==> config.mk <==
export PLATFORM = sky130hd
export DESIGN_NAME = tcp_timer
export DESIGN_NICKNAME = d
export VERILOG_FILES = /design/src/tcp_timer.v
export VERILOG_INCLUDE_DIRS = /design/src /design/src/src
export SDC_FILE = /design/constraint.sdc
export NUM_CORES = 1
export LEC_CHECK = 0
export ABC_AREA = 1
export ABC_CLOCK_PERIOD_IN_PS = 5600
export BUFFER_PORTS_ARGS = -buffer_cell sky130_fd_sc_hd__buf_2
export CAP_MARGIN = 20
export CORE_ASPECT_RATIO = 0.6
export CORE_MARGIN = 2
export CORE_UTILIZATION = 39
export CTS_BUF_LIST = sky130_fd_sc_hd__clkbuf_8
export DETAILED_ROUTE_END_ITERATION = 8
export PLACE_DENSITY = 0.63
export SETUP_SLACK_MARGIN = 0.15
export SYNTH_ARGS = -nofsm -noshare
export SYNTH_HDL_FRONTEND = slang
export SYNTH_SLANG_ARGS = --single-unit
==> constraint.sdc <==
create_clock -name clk_in -period 5.6 [get_ports clk_in]
set_clock_uncertainty 0.1 [all_clocks]
set_input_delay 0.84 -clock clk_in [delete_from_list [all_inputs] [get_ports clk_in]]
set_output_delay 0.84 -clock clk_in [all_outputs]
set_load 0.01 [all_outputs]
==> src/tcp_regs.vh <==
// constants for the timer compare, pulse and pwm block
// included by the design file; byte registers on a 32-bit wishbone bus
`ifndef TCP_REGS_VH
`define TCP_REGS_VH
`define TCP_OFS_CTL2     8'h00
`define TCP_OFS_CTL1     8'h04
`define TCP_OFS_STAT     8'h08
`define TCP_OFS_IC1H     8'h0C
`define TCP_OFS_IC1L     8'h10
`define TCP_OFS_OC1H     8'h14
`define TCP_OFS_OC1L     8'h18
`define TCP_OFS_CNTH     8'h1C
`define TCP_OFS_CNTL     8'h20
`define TCP_OFS_ACNTH    8'h24
`define TCP_OFS_ACNTL    8'h28
`define TCP_OFS_IC2H     8'h2C
`define TCP_OFS_IC2L     8'h30
`define TCP_OFS_OC2H     8'h34
`define TCP_OFS_OC2L     8'h38
`define TCP_C1_CAPTURE_IRQ_ENABLE      7
`define TCP_C1_COMPARE_IRQ_ENABLE      6
`define TCP_C1_TOIE      5
`define TCP_C1_FOLV2     4
`define TCP_C1_FOLV1     3
`define TCP_C1_OLVL2     2
`define TCP_C1_CAPTURE_EDGE_SELECT_ONE     1
`define TCP_C1_OLVL1     0
`define TCP_C2_OC1E      7
`define TCP_C2_OC2E      6
`define TCP_C2_OPM       5
`define TCP_C2_PWM       4
`define TCP_C2_CC_HI     3
`define TCP_C2_CC_LO     2
`define TCP_C2_IEDG2     1
`define TCP_C2_EXEDG     0
`define TCP_CC_DIV4      2'h0
`define TCP_CC_DIV2      2'h1
`define TCP_CC_DIV8      2'h2
`define TCP_CC_EXT       2'h3
`define TCP_ST_CAPTURE_FLAG_ONE      4
`define TCP_ST_OCF1      3
`define TCP_ST_TOF       2
`define TCP_ST_CAPTURE_FLAG_TWO      1
`define TCP_ST_OCF2      0
`define TCP_RST_CTL      8'h00
`define TCP_RST_OC       16'h8000
`define TCP_RST_CNT      16'hFFFC
`define TCP_OPM_CAP      16'hFFFD
`define TCP_CNT_MAX      16'hFFFF
`endif

==> src/tcp_timer.v <==
// compare, one-pulse and pwm section of a 16-bit free running timer
// assumes a classic wishbone master on clk_in and a cpu interrupt mask level
`timescale 1ns/1ns
`default_nettype none
`include "tcp_regs.vh"

module tcp_timer (
  input  wire        clk_in,
  input  wire        rst_n_in,
  input  wire        wb_cyc_in,
  input  wire        wb_stb_in,
  input  wire        wb_we_in,
  input  wire [7:0]  wb_adr_in,
  input  wire [3:0]  wb_sel_in,
  input  wire [31:0] wb_dat_in,
  output reg  [31:0] wb_dat_out,
  output reg         wb_ack_out,
  input  wire        cpu_irq_mask_in,
  input  wire        capture_input_one_in,
  input  wire        capture_input_two_in,
  input  wire        ext_clock_in,
  output reg         compare_output_pin_one_out,
  output reg         compare_output_pin_two_out,
  output reg         compare_pin_enable_one_out,
  output reg         compare_pin_enable_two_out,
  output reg         timer_irq_out
);

  // compare target, one count later unless the timer runs at cpu/2
  function [15:0] tcp_target;
    input [15:0] value;
    input        div2;
    begin
      tcp_target = div2 ? value : value + 16'h0001;
    end
  endfunction

  // rising or falling edge of a synchronised level
  function tcp_edge;
    input now;
    input old;
    input rise;
    begin
      tcp_edge = rise ? (now & ~old) : (~now & old);
    end
  endfunction

  reg  [7:0]  ctl1_reg;
  reg  [7:0]  ctl2_reg;
  reg  [4:0]  stat_reg;
  reg  [4:0]  stat_next;
  reg  [4:0]  arm_reg;
  reg  [4:0]  flag_set;
  reg  [4:0]  flag_acc;
  reg  [15:0] oc1_reg;
  reg  [15:0] oc2_reg;
  reg  [15:0] ic1_reg;
  reg  [15:0] ic2_reg;
  reg  [15:0] cnt_reg;
  reg  [15:0] cnt_next;
  reg         oc1_hold_reg;
  reg         oc2_hold_reg;
  reg         ic1_hold_reg;
  reg         ic2_hold_reg;
  reg  [2:0]  presc_reg;
  reg         tick_d_reg;
  reg         tick;
  reg  [2:0]  cap1_sync_reg;
  reg  [2:0]  cap2_sync_reg;
  reg  [2:0]  ext_sync_reg;
  reg         pin1_next;
  reg         pin2_next;
  reg  [7:0]  rd_byte;

  wire        acc      = wb_cyc_in & wb_stb_in & ~wb_ack_out;
  wire        rd       = acc & ~wb_we_in;
  wire        wr       = acc & wb_we_in & wb_sel_in[0];
  wire        rdwr     = rd | wr;
  wire [7:0]  wd       = wb_dat_in[7:0];
  wire [1:0]  cc       = ctl2_reg[`TCP_C2_CC_HI:`TCP_C2_CC_LO];
  wire        div2     = (cc == `TCP_CC_DIV2);
  wire        pwm_act  = ctl2_reg[`TCP_C2_PWM];
  wire        opm_act  = ctl2_reg[`TCP_C2_OPM] & ~pwm_act;
  wire        normal   = ~opm_act & ~pwm_act;
  wire        oc1e     = ctl2_reg[`TCP_C2_OC1E];
  wire        oc2e     = ctl2_reg[`TCP_C2_OC2E];
  wire        olvl1    = ctl1_reg[`TCP_C1_OLVL1];
  wire        olvl2    = ctl1_reg[`TCP_C1_OLVL2];
  wire        hit_oc1l = (wb_adr_in == `TCP_OFS_OC1L);
  wire        hit_oc2l = (wb_adr_in == `TCP_OFS_OC2L);
  wire        hit_cntl = (wb_adr_in == `TCP_OFS_CNTL);
  wire        hit_acnl = (wb_adr_in == `TCP_OFS_ACNTL);
  wire        hit_ic1h = (wb_adr_in == `TCP_OFS_IC1H);
  wire        hit_ic1l = (wb_adr_in == `TCP_OFS_IC1L);
  wire        hit_ic2h = (wb_adr_in == `TCP_OFS_IC2H);
  wire        hit_ic2l = (wb_adr_in == `TCP_OFS_IC2L);
  // compare on every timer tick unless an OCxH write holds it until OCxL, one cycle after the count settles
  wire        match1   = tick_d_reg & ~oc1_hold_reg &
                         (cnt_reg ==
                          tcp_target(oc1_reg, div2));
  wire        match2   = tick_d_reg & ~oc2_hold_reg &
                         (cnt_reg ==
                          tcp_target(oc2_reg, div2));
  wire        edge1    = tcp_edge(cap1_sync_reg[1], cap1_sync_reg[2],
                                  ctl1_reg[`TCP_C1_CAPTURE_EDGE_SELECT_ONE]);
  wire        edge2    = tcp_edge(cap2_sync_reg[1], cap2_sync_reg[2],
                                  ctl2_reg[`TCP_C2_IEDG2]);
  wire        ext_edge = tcp_edge(ext_sync_reg[1], ext_sync_reg[2],
                                  ctl2_reg[`TCP_C2_EXEDG]);
  wire        opm_trig = opm_act & edge1;
  wire        cap1_ok  = normal & edge1 & ~ic1_hold_reg;
  wire        cap2_ok  = edge2 & ~ic2_hold_reg;
  wire [4:0]  irq_en   = {ctl1_reg[`TCP_C1_CAPTURE_IRQ_ENABLE], ctl1_reg[`TCP_C1_COMPARE_IRQ_ENABLE],
                          ctl1_reg[`TCP_C1_TOIE], ctl1_reg[`TCP_C1_CAPTURE_IRQ_ENABLE],
                          ctl1_reg[`TCP_C1_COMPARE_IRQ_ENABLE]};

  // timer tick from the prescaler or the synchronised external clock
  always @* begin
    if (cc == `TCP_CC_DIV2) begin
      tick = presc_reg[0];
    end else if (cc == `TCP_CC_DIV4) begin
      tick = (presc_reg[1:0] == 2'h3);
    end else if (cc == `TCP_CC_DIV8) begin
      tick = (presc_reg == 3'h7);
    end else begin
      tick = ext_edge;
    end
  end

  // counter with its reload sources
  always @* begin
    cnt_next = cnt_reg;
    if (tick) begin
      cnt_next = cnt_reg + 16'h0001;
    end
    if (wr & (hit_cntl | hit_acnl)) begin
      cnt_next = `TCP_RST_CNT;
    end else if (opm_trig) begin
      cnt_next = `TCP_RST_CNT;
    end else if (pwm_act & match2) begin
      cnt_next = `TCP_RST_CNT;
    end
  end

  // flag set and two-step clear, a set wins over a clear
  always @* begin
    flag_set = 5'h00;
    flag_set[`TCP_ST_OCF1] = match1 & normal;
    flag_set[`TCP_ST_OCF2] = match2 &
                             ~pwm_act;
    flag_set[`TCP_ST_CAPTURE_FLAG_ONE] = cap1_ok | opm_trig |
                             (pwm_act & match2);
    flag_set[`TCP_ST_CAPTURE_FLAG_TWO] = cap2_ok;
    flag_set[`TCP_ST_TOF]  = tick & (cnt_reg == `TCP_CNT_MAX);
    flag_acc = 5'h00;
    flag_acc[`TCP_ST_OCF1] = rdwr & hit_oc1l;
    flag_acc[`TCP_ST_OCF2] = rdwr & hit_oc2l;
    flag_acc[`TCP_ST_CAPTURE_FLAG_ONE] = rdwr & hit_ic1l;
    flag_acc[`TCP_ST_CAPTURE_FLAG_TWO] = rdwr & hit_ic2l;
    flag_acc[`TCP_ST_TOF]  = rdwr & hit_cntl;
    stat_next = flag_set |
                (stat_reg & ~(arm_reg & flag_acc));
  end

  // compare pin levels; forcing only in plain compare mode
  always @* begin
    pin1_next = compare_output_pin_one_out;
    pin2_next = compare_output_pin_two_out;
    if (oc1e) begin
      if (normal) begin
        if (ctl1_reg[`TCP_C1_FOLV1] | match1) begin
          pin1_next = olvl1;
        end
      end else if (pwm_act) begin
        if (match2) begin
          pin1_next = olvl2;
        end else if (match1) begin
          pin1_next = olvl1;
        end
      end else begin
        if (opm_trig) begin
          pin1_next = olvl2;
        end else if (match1) begin
          pin1_next = olvl1;
        end
      end
    end
    if (oc2e & normal) begin
      if (ctl1_reg[`TCP_C1_FOLV2] | match2) begin
        pin2_next = olvl2;
      end
    end
  end

  // register read mux
  always @* begin
    rd_byte = 8'h00;
    if (wb_adr_in == `TCP_OFS_CTL2) begin
      rd_byte = ctl2_reg;
    end else if (wb_adr_in == `TCP_OFS_CTL1) begin
      rd_byte = ctl1_reg;
    end else if (wb_adr_in == `TCP_OFS_STAT) begin
      rd_byte = {stat_reg, 3'h0};
    end else if (hit_ic1h) begin
      rd_byte = ic1_reg[15:8];
    end else if (hit_ic1l) begin
      rd_byte = ic1_reg[7:0];
    end else if (wb_adr_in == `TCP_OFS_OC1H) begin
      rd_byte = oc1_reg[15:8];
    end else if (hit_oc1l) begin
      rd_byte = oc1_reg[7:0];
    end else if ((wb_adr_in == `TCP_OFS_CNTH) |
                 (wb_adr_in == `TCP_OFS_ACNTH)) begin
      rd_byte = cnt_reg[15:8];
    end else if (hit_cntl | hit_acnl) begin
      rd_byte = cnt_reg[7:0];
    end else if (hit_ic2h) begin
      rd_byte = ic2_reg[15:8];
    end else if (hit_ic2l) begin
      rd_byte = ic2_reg[7:0];
    end else if (wb_adr_in == `TCP_OFS_OC2H) begin
      rd_byte = oc2_reg[15:8];
    end else if (hit_oc2l) begin
      rd_byte = oc2_reg[7:0];
    end
  end

  always @(posedge clk_in or negedge rst_n_in) begin
    if (!rst_n_in) begin
      ctl1_reg      <= `TCP_RST_CTL;
      ctl2_reg      <= `TCP_RST_CTL;
      stat_reg      <= 5'h00;
      arm_reg       <= 5'h00;
      oc1_reg       <= `TCP_RST_OC;
      oc2_reg       <= `TCP_RST_OC;
      ic1_reg       <= 16'h0000;
      ic2_reg       <= 16'h0000;
      cnt_reg       <= `TCP_RST_CNT;
      oc1_hold_reg  <= 1'b0;
      oc2_hold_reg  <= 1'b0;
      ic1_hold_reg  <= 1'b0;
      ic2_hold_reg  <= 1'b0;
      presc_reg     <= 3'h0;
      tick_d_reg    <= 1'b0;
      cap1_sync_reg <= 3'h0;
      cap2_sync_reg <= 3'h0;
      ext_sync_reg  <= 3'h0;
      wb_ack_out    <= 1'b0;
      wb_dat_out    <= 32'h00000000;
      compare_output_pin_one_out <= 1'b0;
      compare_output_pin_two_out <= 1'b0;
      compare_pin_enable_one_out <= 1'b0;
      compare_pin_enable_two_out <= 1'b0;
      timer_irq_out <= 1'b0;
    end else begin
      presc_reg     <= presc_reg + 3'h1;
      tick_d_reg    <= tick;
      cap1_sync_reg <= {cap1_sync_reg[1:0], capture_input_one_in};
      cap2_sync_reg <= {cap2_sync_reg[1:0], capture_input_two_in};
      ext_sync_reg  <= {ext_sync_reg[1:0], ext_clock_in};
      cnt_reg       <= cnt_next;
      stat_reg      <= stat_next;
      if (rd & (wb_adr_in == `TCP_OFS_STAT)) begin
        arm_reg <= stat_reg;
      end else begin
        arm_reg <= arm_reg & ~flag_acc;
      end
      wb_ack_out <= acc;
      wb_dat_out <= {24'h000000, rd_byte};
      if (wr & (wb_adr_in == `TCP_OFS_CTL1)) begin
        ctl1_reg <= wd;
      end
      if (wr & (wb_adr_in == `TCP_OFS_CTL2)) begin
        ctl2_reg <= wd;
      end
      if (wr & (wb_adr_in == `TCP_OFS_OC1H)) begin
        oc1_reg[15:8] <= wd;
        oc1_hold_reg  <= 1'b1;
      end else if (wr & hit_oc1l) begin
        oc1_reg[7:0]  <= wd;
        oc1_hold_reg  <= 1'b0;
      end
      if (wr & (wb_adr_in == `TCP_OFS_OC2H)) begin
        oc2_reg[15:8] <= wd;
        oc2_hold_reg  <= 1'b1;
      end else if (wr & hit_oc2l) begin
        oc2_reg[7:0]  <= wd;
        oc2_hold_reg  <= 1'b0;
      end
      // reading a capture high byte holds that capture until its low byte, except that a one-pulse trigger still loads IC1
      if (rd & hit_ic1h) begin
        ic1_hold_reg <= 1'b1;
      end else if (rd & hit_ic1l) begin
        ic1_hold_reg <= 1'b0;
      end
      if (rd & hit_ic2h) begin
        ic2_hold_reg <= 1'b1;
      end else if (rd & hit_ic2l) begin
        ic2_hold_reg <= 1'b0;
      end
      if (opm_trig) begin
        ic1_reg <= `TCP_OPM_CAP;
      end else if (cap1_ok) begin
        ic1_reg <= cnt_reg;
      end
      if (cap2_ok) begin
        ic2_reg <= cnt_reg;
      end
      compare_output_pin_one_out <= pin1_next;
      compare_output_pin_two_out <= pin2_next;
      compare_pin_enable_one_out <= oc1e;
      compare_pin_enable_two_out <= oc2e;
      timer_irq_out <= ~cpu_irq_mask_in &
                       (|(stat_reg & irq_en));
    end
  end

endmodule
`default_nettype wire

==> Word level (Yosys, flattened, before mapping) <==
Cells that the tools add are included.
{ "totals": {"out_inout_bits": 38, "register_bits": 137, "in_bits": 53} }
{ "classes": {"bitwise_logic": 75, "eq_ne": 22, "addsub": 4, "mux": 42, "n_reduce_logical": 13} }
{ "op_table": {"columns": ["op", "count"], "rows": [
  ["2-to-1 mux 16 bit", 8],
  ["2-to-1 mux 8 bit", 13],
  ["equality test 8 x 6 -> 1 bit (second input constant)", 7],
  ["adder 16 x 1 -> 16 bit (second input constant)", 3],
  ["bitwise AND 1 bit", 44],
  ["equality test 16 bit", 2],
  ["equality test 8 x 5 -> 1 bit (second input constant)", 4],
  ["bitwise AND 5 bit", 4],
  ["2-to-1 mux 1 bit", 20],
  ["NOT 1 bit", 17],
  ["equality test 16 bit (second input constant)", 1],
  ["equality test 8 x 4 -> 1 bit (second input constant)", 2],
  ["NOT 5 bit", 2],
  ["nonzero test 2 bit", 5],
  ["equality test 8 x 3 -> 1 bit (second input constant)", 1],
  ["zero test 8 bit", 1],
  ["AND reduction 2 bit", 4],
  ["OR 1 bit", 7],
  ["2-to-1 mux 5 bit", 1],
  ["OR 5 bit", 1],
  ["OR reduction 5 bit", 1],
  ["equality test 2 bit (second input constant)", 2],
  ["nonzero test 4 bit", 1],
  ["adder 3 x 1 -> 3 bit (second input constant)", 1],
  ["other kinds (4)", 4]
]} }

==> Logic depth before layout (Yosys ltp) <==
{ "logic_depth": {"depth_word": 14, "ltp_mapped": 19, "depth_no_buf": 18} }

==> Worst setup path before layout <==
Ideal clock, no wire load.
{ "synth_path": {"kind": "input -> register", "from": "input port wb_adr_in[7]", "to": "register cnt_reg[10]", "t_arrival_ns": 2.207, "t_required_ns": 5.441, "setup_ns": 0.059, "path_stages": 8, "setup_slack_ns": 3.234, "cell_sequence": "nor2_1 -> nand3_1 -> nor3_1 -> a21oi_1 -> nand2_4 -> inv_4 -> buf_12 -> nand2_2"} }
{ "synth_between": {"elab_chain_cells": 4, "word_cells_on_any_way": 6} }
{ "synth_lines": {"columns": ["element", "line", "rtl"], "rows": [
  ["start: declaration", "tcp_timer.v:13", "input wire [7:0] wb_adr_in,"],
  ["equality test 8 x 6 -> 1 bit (no line)", null, null],
  ["OR 1 bit (*)", "tcp_timer.v:136", "if (wr & (hit_cntl | hit_acnl)) begin"],
  ["bitwise AND 1 bit (*)", "tcp_timer.v:136", null],
  ["nonzero test 4 bit (no line) / 2-to-1 mux 16 bit (equally long branches)", null, null],
  ["end signal: assignment", "tcp_timer.v:238", "cnt_reg <= `TCP_RST_CNT;"],
  ["end signal: assignment", "tcp_timer.v:261", "cnt_reg <= cnt_next;"],
  ["end: declaration", "tcp_timer.v:59", "reg [15:0] cnt_reg;"]
]} }
Mark *: on every way between the ends. The rest lies on a longest branch, timed or not.
A chain may end at the register's enable or synchronous reset.

==> Worst setup path after layout <==
{ "layout_path": {"from": "register ctl2_reg[2]", "to": "register cnt_reg[1]"} }
{ "layout_between": {"elab_chain_cells": 8, "word_cells_on_any_way": 14} }
{ "layout_lines": {"columns": ["element", "line", "rtl"], "rows": [
  ["start: declaration", "tcp_timer.v:49", "reg [7:0] ctl2_reg;"],
  ["start signal: assignment", "tcp_timer.v:231", "ctl2_reg <= `TCP_RST_CTL;"],
  ["start signal: assignment", "tcp_timer.v:274", "ctl2_reg <= wd;"],
  ["equality test 2 x 1 -> 1 bit (no line)", null, null],
  ["2-to-1 mux 16 bit", "tcp_timer.v:34", "tcp_target = div2 ? value : value + 16'h0001;"],
  ["equality test 16 bit", "tcp_timer.v:102", "(cnt_reg =="],
  ["bitwise AND 1 bit", "tcp_timer.v:101", "wire match2 = tick_d_reg & ~oc2_hold_reg &"],
  ["bitwise AND 1 bit", "tcp_timer.v:140", "end else if (pwm_act & match2) begin"],
  ["2-to-1 mux 16 bit", "tcp_timer.v:140", null],
  ["2-to-1 mux 16 bit", "tcp_timer.v:138", "end else if (opm_trig) begin"],
  ["2-to-1 mux 16 bit", "tcp_timer.v:136", null]
]} }
Parallel ways exist; a longest one is shown, timed or not.

==> reports/qor.yml <==
worst_setup_path:
  reg2reg_slack_ns: 2.78
  worst_setup_path_start_kind: "flip-flop"
  endpoint_kind: "flip-flop"
  setup.worst_path.class: "flip-flop to flip-flop"
  reg2reg_to: "cnt_reg[1]"
  worstPathArrival_ns: 3.08
  crit_fanout: 32
  r2r_start: "ctl2_reg[2]"
  worstPathRequired_ns: 5.86
  r2r_cells: 12
global_route:
  grtUsageTotal: 0.2499
  grt_pass1_vias: 6501
  grt-ovfl-total: 0
  antenna_found_initial: 0
  grt_pass1_wl_mm: 38.55
  grt_max_degree: 98
floorplan:
  start_util: 0.4013
  chipWidth_microns: 185.4
  core_area_sq_mm: 0.01918
  die_h_microns: 112.8
  io_pins: 91
  rows: 39
  die_area_sq_mm: 0.02091
routing:
  vias: 7076
  routed_wl_mm: 24.69
  wire_per_inst_microns: 18.26
  drtIter0Drc: 760
  via_per_inst: 5.234
  ant_nets: 0
  dr.pass1.iters: 5
  post-route-drc-count: 0
sta:
  worst_pin_slew_ns: 0.9973
  maxSlewViolCount: 0
  slew_headroom: 0.3335
  grt_setup_unrepaired: "false"
  fin_crit_sh: 0.5040
  setup_violations: 0
  hold_violations: 0
  final.min_clock_period_ns: 2.822
  hold_ws_ns: 0.2513
  final.setup.tns_ns: 0
  timing.final.ws_setup_ns: 2.778
  clock.fmax_mhz: 354.3
layout:
  syn_to_final_growth_pct: 10.57
  post-route-util: 0.4437
  antenna_cells: 0
  drive_gt1_frac: 0.1114
  multi_input_area_sq_mm: 0.003563
  final.fill_count: 1938
  register_area_sq_mm: 0.003448
  nNetsFinal: 1133
worst_hold_path:
  hold_depth: 0
  hold_path_class: "flip-flop to flip-flop"
  min_from: "ext_sync_reg[0]"
  min_to: "ext_sync_reg[1]"
placed_design:
  gp_congestion: 0.9461
  hpwl_mm: 18.36
  dp_slack_ns: 2.452
  port_buffers: 39
logic_synthesis:
  synth.most_common_cell: "nand2_1"
  yosysWarnings: 0
  ys_top_cells_by_area: "dfrtp_1, nand2_1, o21ai_0"
  synth-seq-area-share: 0.4481
  syn_area_sq_mm: 0.007696
  synthTopCellsByCount: "nand2_1, dfrtp_1, inv_1"
  synthCells: 1038
  ys_types: 42
  synthFlopType: "dfrtp_1"
  synth_edf_count: 0
  synth_top_cell_by_area: "dfrtp_1"
  synth.avg_cell_area_sq_um: 7.414
  ys_seq_elements: 137
  ys_async_sr_fraction: 1.000
  synth_top_area_share: 0.3934
power:
  p_per_area_mw_per_mm2: 321.3
  p_sw_mw: 0.8718
  cellLeakagePower_nw: 4.247
  pwr-share-seq: 0.477
  power.internal_mw: 1.862
  power.total_mw: 2.734
  pwr-share-comb: 0.160
  power.share.switching: 0.3189
  clkPwrFrac: 0.363
  peakVddDrop_v: 0.0001877
clocking:
  cts_tree: "yes"
  clockBufferDepth: 2
  htreeDepth: 4
  cts_resized: 0
  clock_sinks: 137
  clkTransAtPathRegs_ns: 0.08
  cts_setup_buffers: 0
  cts_hold_buf: 0
  numCtsBuffers: 17
  cts-root-buf: "clkbuf_8"
  clkLatencyLatePin_ns: 0.46
outcome:
  status: "finished clean"
run:
  cap_violations: 0
-- how the worst max path moves through the flow --
stage / start / endpoint / slack (ns)
finish: ctl2_reg[2] / cnt_reg[1] / 2.78
global route: wb_adr_in[0] / oc1_reg[4] / 2.56
CTS: ctl2_reg[2] / cnt_reg[1] / 2.83
detailed placement: wb_adr_in[7] / wb_dat_out[0] / 2.45
global placement: wb_adr_in[0] / wb_dat_out[0] / 2.49
floorplan: wb_adr_in[7] / cnt_reg[10] / 3.23
-- power by group through the flow --
stage | clock [mW] | sequential (mW) | combinational, mW
detailed placement | 0 | 1.30 | 0.432
finish | 0.993 | 1.30 | 0.438
floorplan | 0 | 1.20 | 0.354
global placement | 0 | 1.31 | 0.419
CTS | 1.00 | 1.29 | 0.431
global route | 1.05 | 1.31 | 0.500
-- routing by layer --
metal  track usage  vias up  routed length (microns)
met2        0.3025      333                     8848
met4       0.05291        0                      302
met5             0        -                        0
met1        0.4033     3350                    12280
met3       0.09656       29                     3257
li1              -     3364                        -
-- worst max-delay path: stages, from the launching register on --
cell and delay, ns:
dfrtp_1 0.60, nand2_4 0.31, nand3_1 0.25, nor2_1 0.07, or2_2 0.27, a21oi_1 0.14, nand3_1 0.11, nor2_1 0.20
nand3_2 0.20, nand2_4 0.18, inv_4 0.12, nand3_1 0.09, nand2_1 0.05
-- per-stage QoR --
step / instance area [sq um] / instances
final: 8509 / 1352
after global routing: 8509 / 1352
after CTS: 8509 / 1352
after detailed placement: 8036 / 1322
after global placement: 8036 / 1322
after floorplan: 7782 / 1061
-- cell families (layout without fill, tap and decap cells) --
group	Yosys count	after routing	share of synthesized area
and+or+nand+nor	547	547	0.3052
buffers and inverters	167	192	0.1001
xor gates and xnor gates	27	27	0.03073
AOI/OAI and AO/OA	154	154	0.1073
DFF	137	137	0.4481
adders and majority gates	5	5	0.008129
other	1	24	0.0004873
-- final cells by class --
type | count | area share
Multi-Input combinational cell | 757 | 0.4188
Sequential cell | 137 | 0.4052
Inverter | 116 | 0.05146
Tap cell | 266 | 0.03911
Timing Repair Buffer | 46 | 0.02985
Clock buffer | 18 | 0.02911
Clock inverter | 12 | 0.02647
-- placed cells by master (no fill, tap or decap), types with 3 or more instances in the layout --
master	n
nand2_1	324
dfrtp_1	121
inv_1	112
o21ai_0	92
nor2_1	80
nand3_1	77
a21oi_1	39
buf_2	38
nand4_1	27
conb_1	24
xor2_1	19
clkbuf_8	18
dfstp_2	16
nor3_1	8
xnor2_1	8
nor2_2	8
nand3_2	7
nand2_2	7
buf_4	7
bufinv_16	6
nand3b_1	5
ha_1	5
a22oi_1	4
o2111ai_1	3
inv_2	3
a31oi_1	3
o21ai_1	3
clkinv_4	3
No activity file was read; power rests on OpenSTA's default activity.
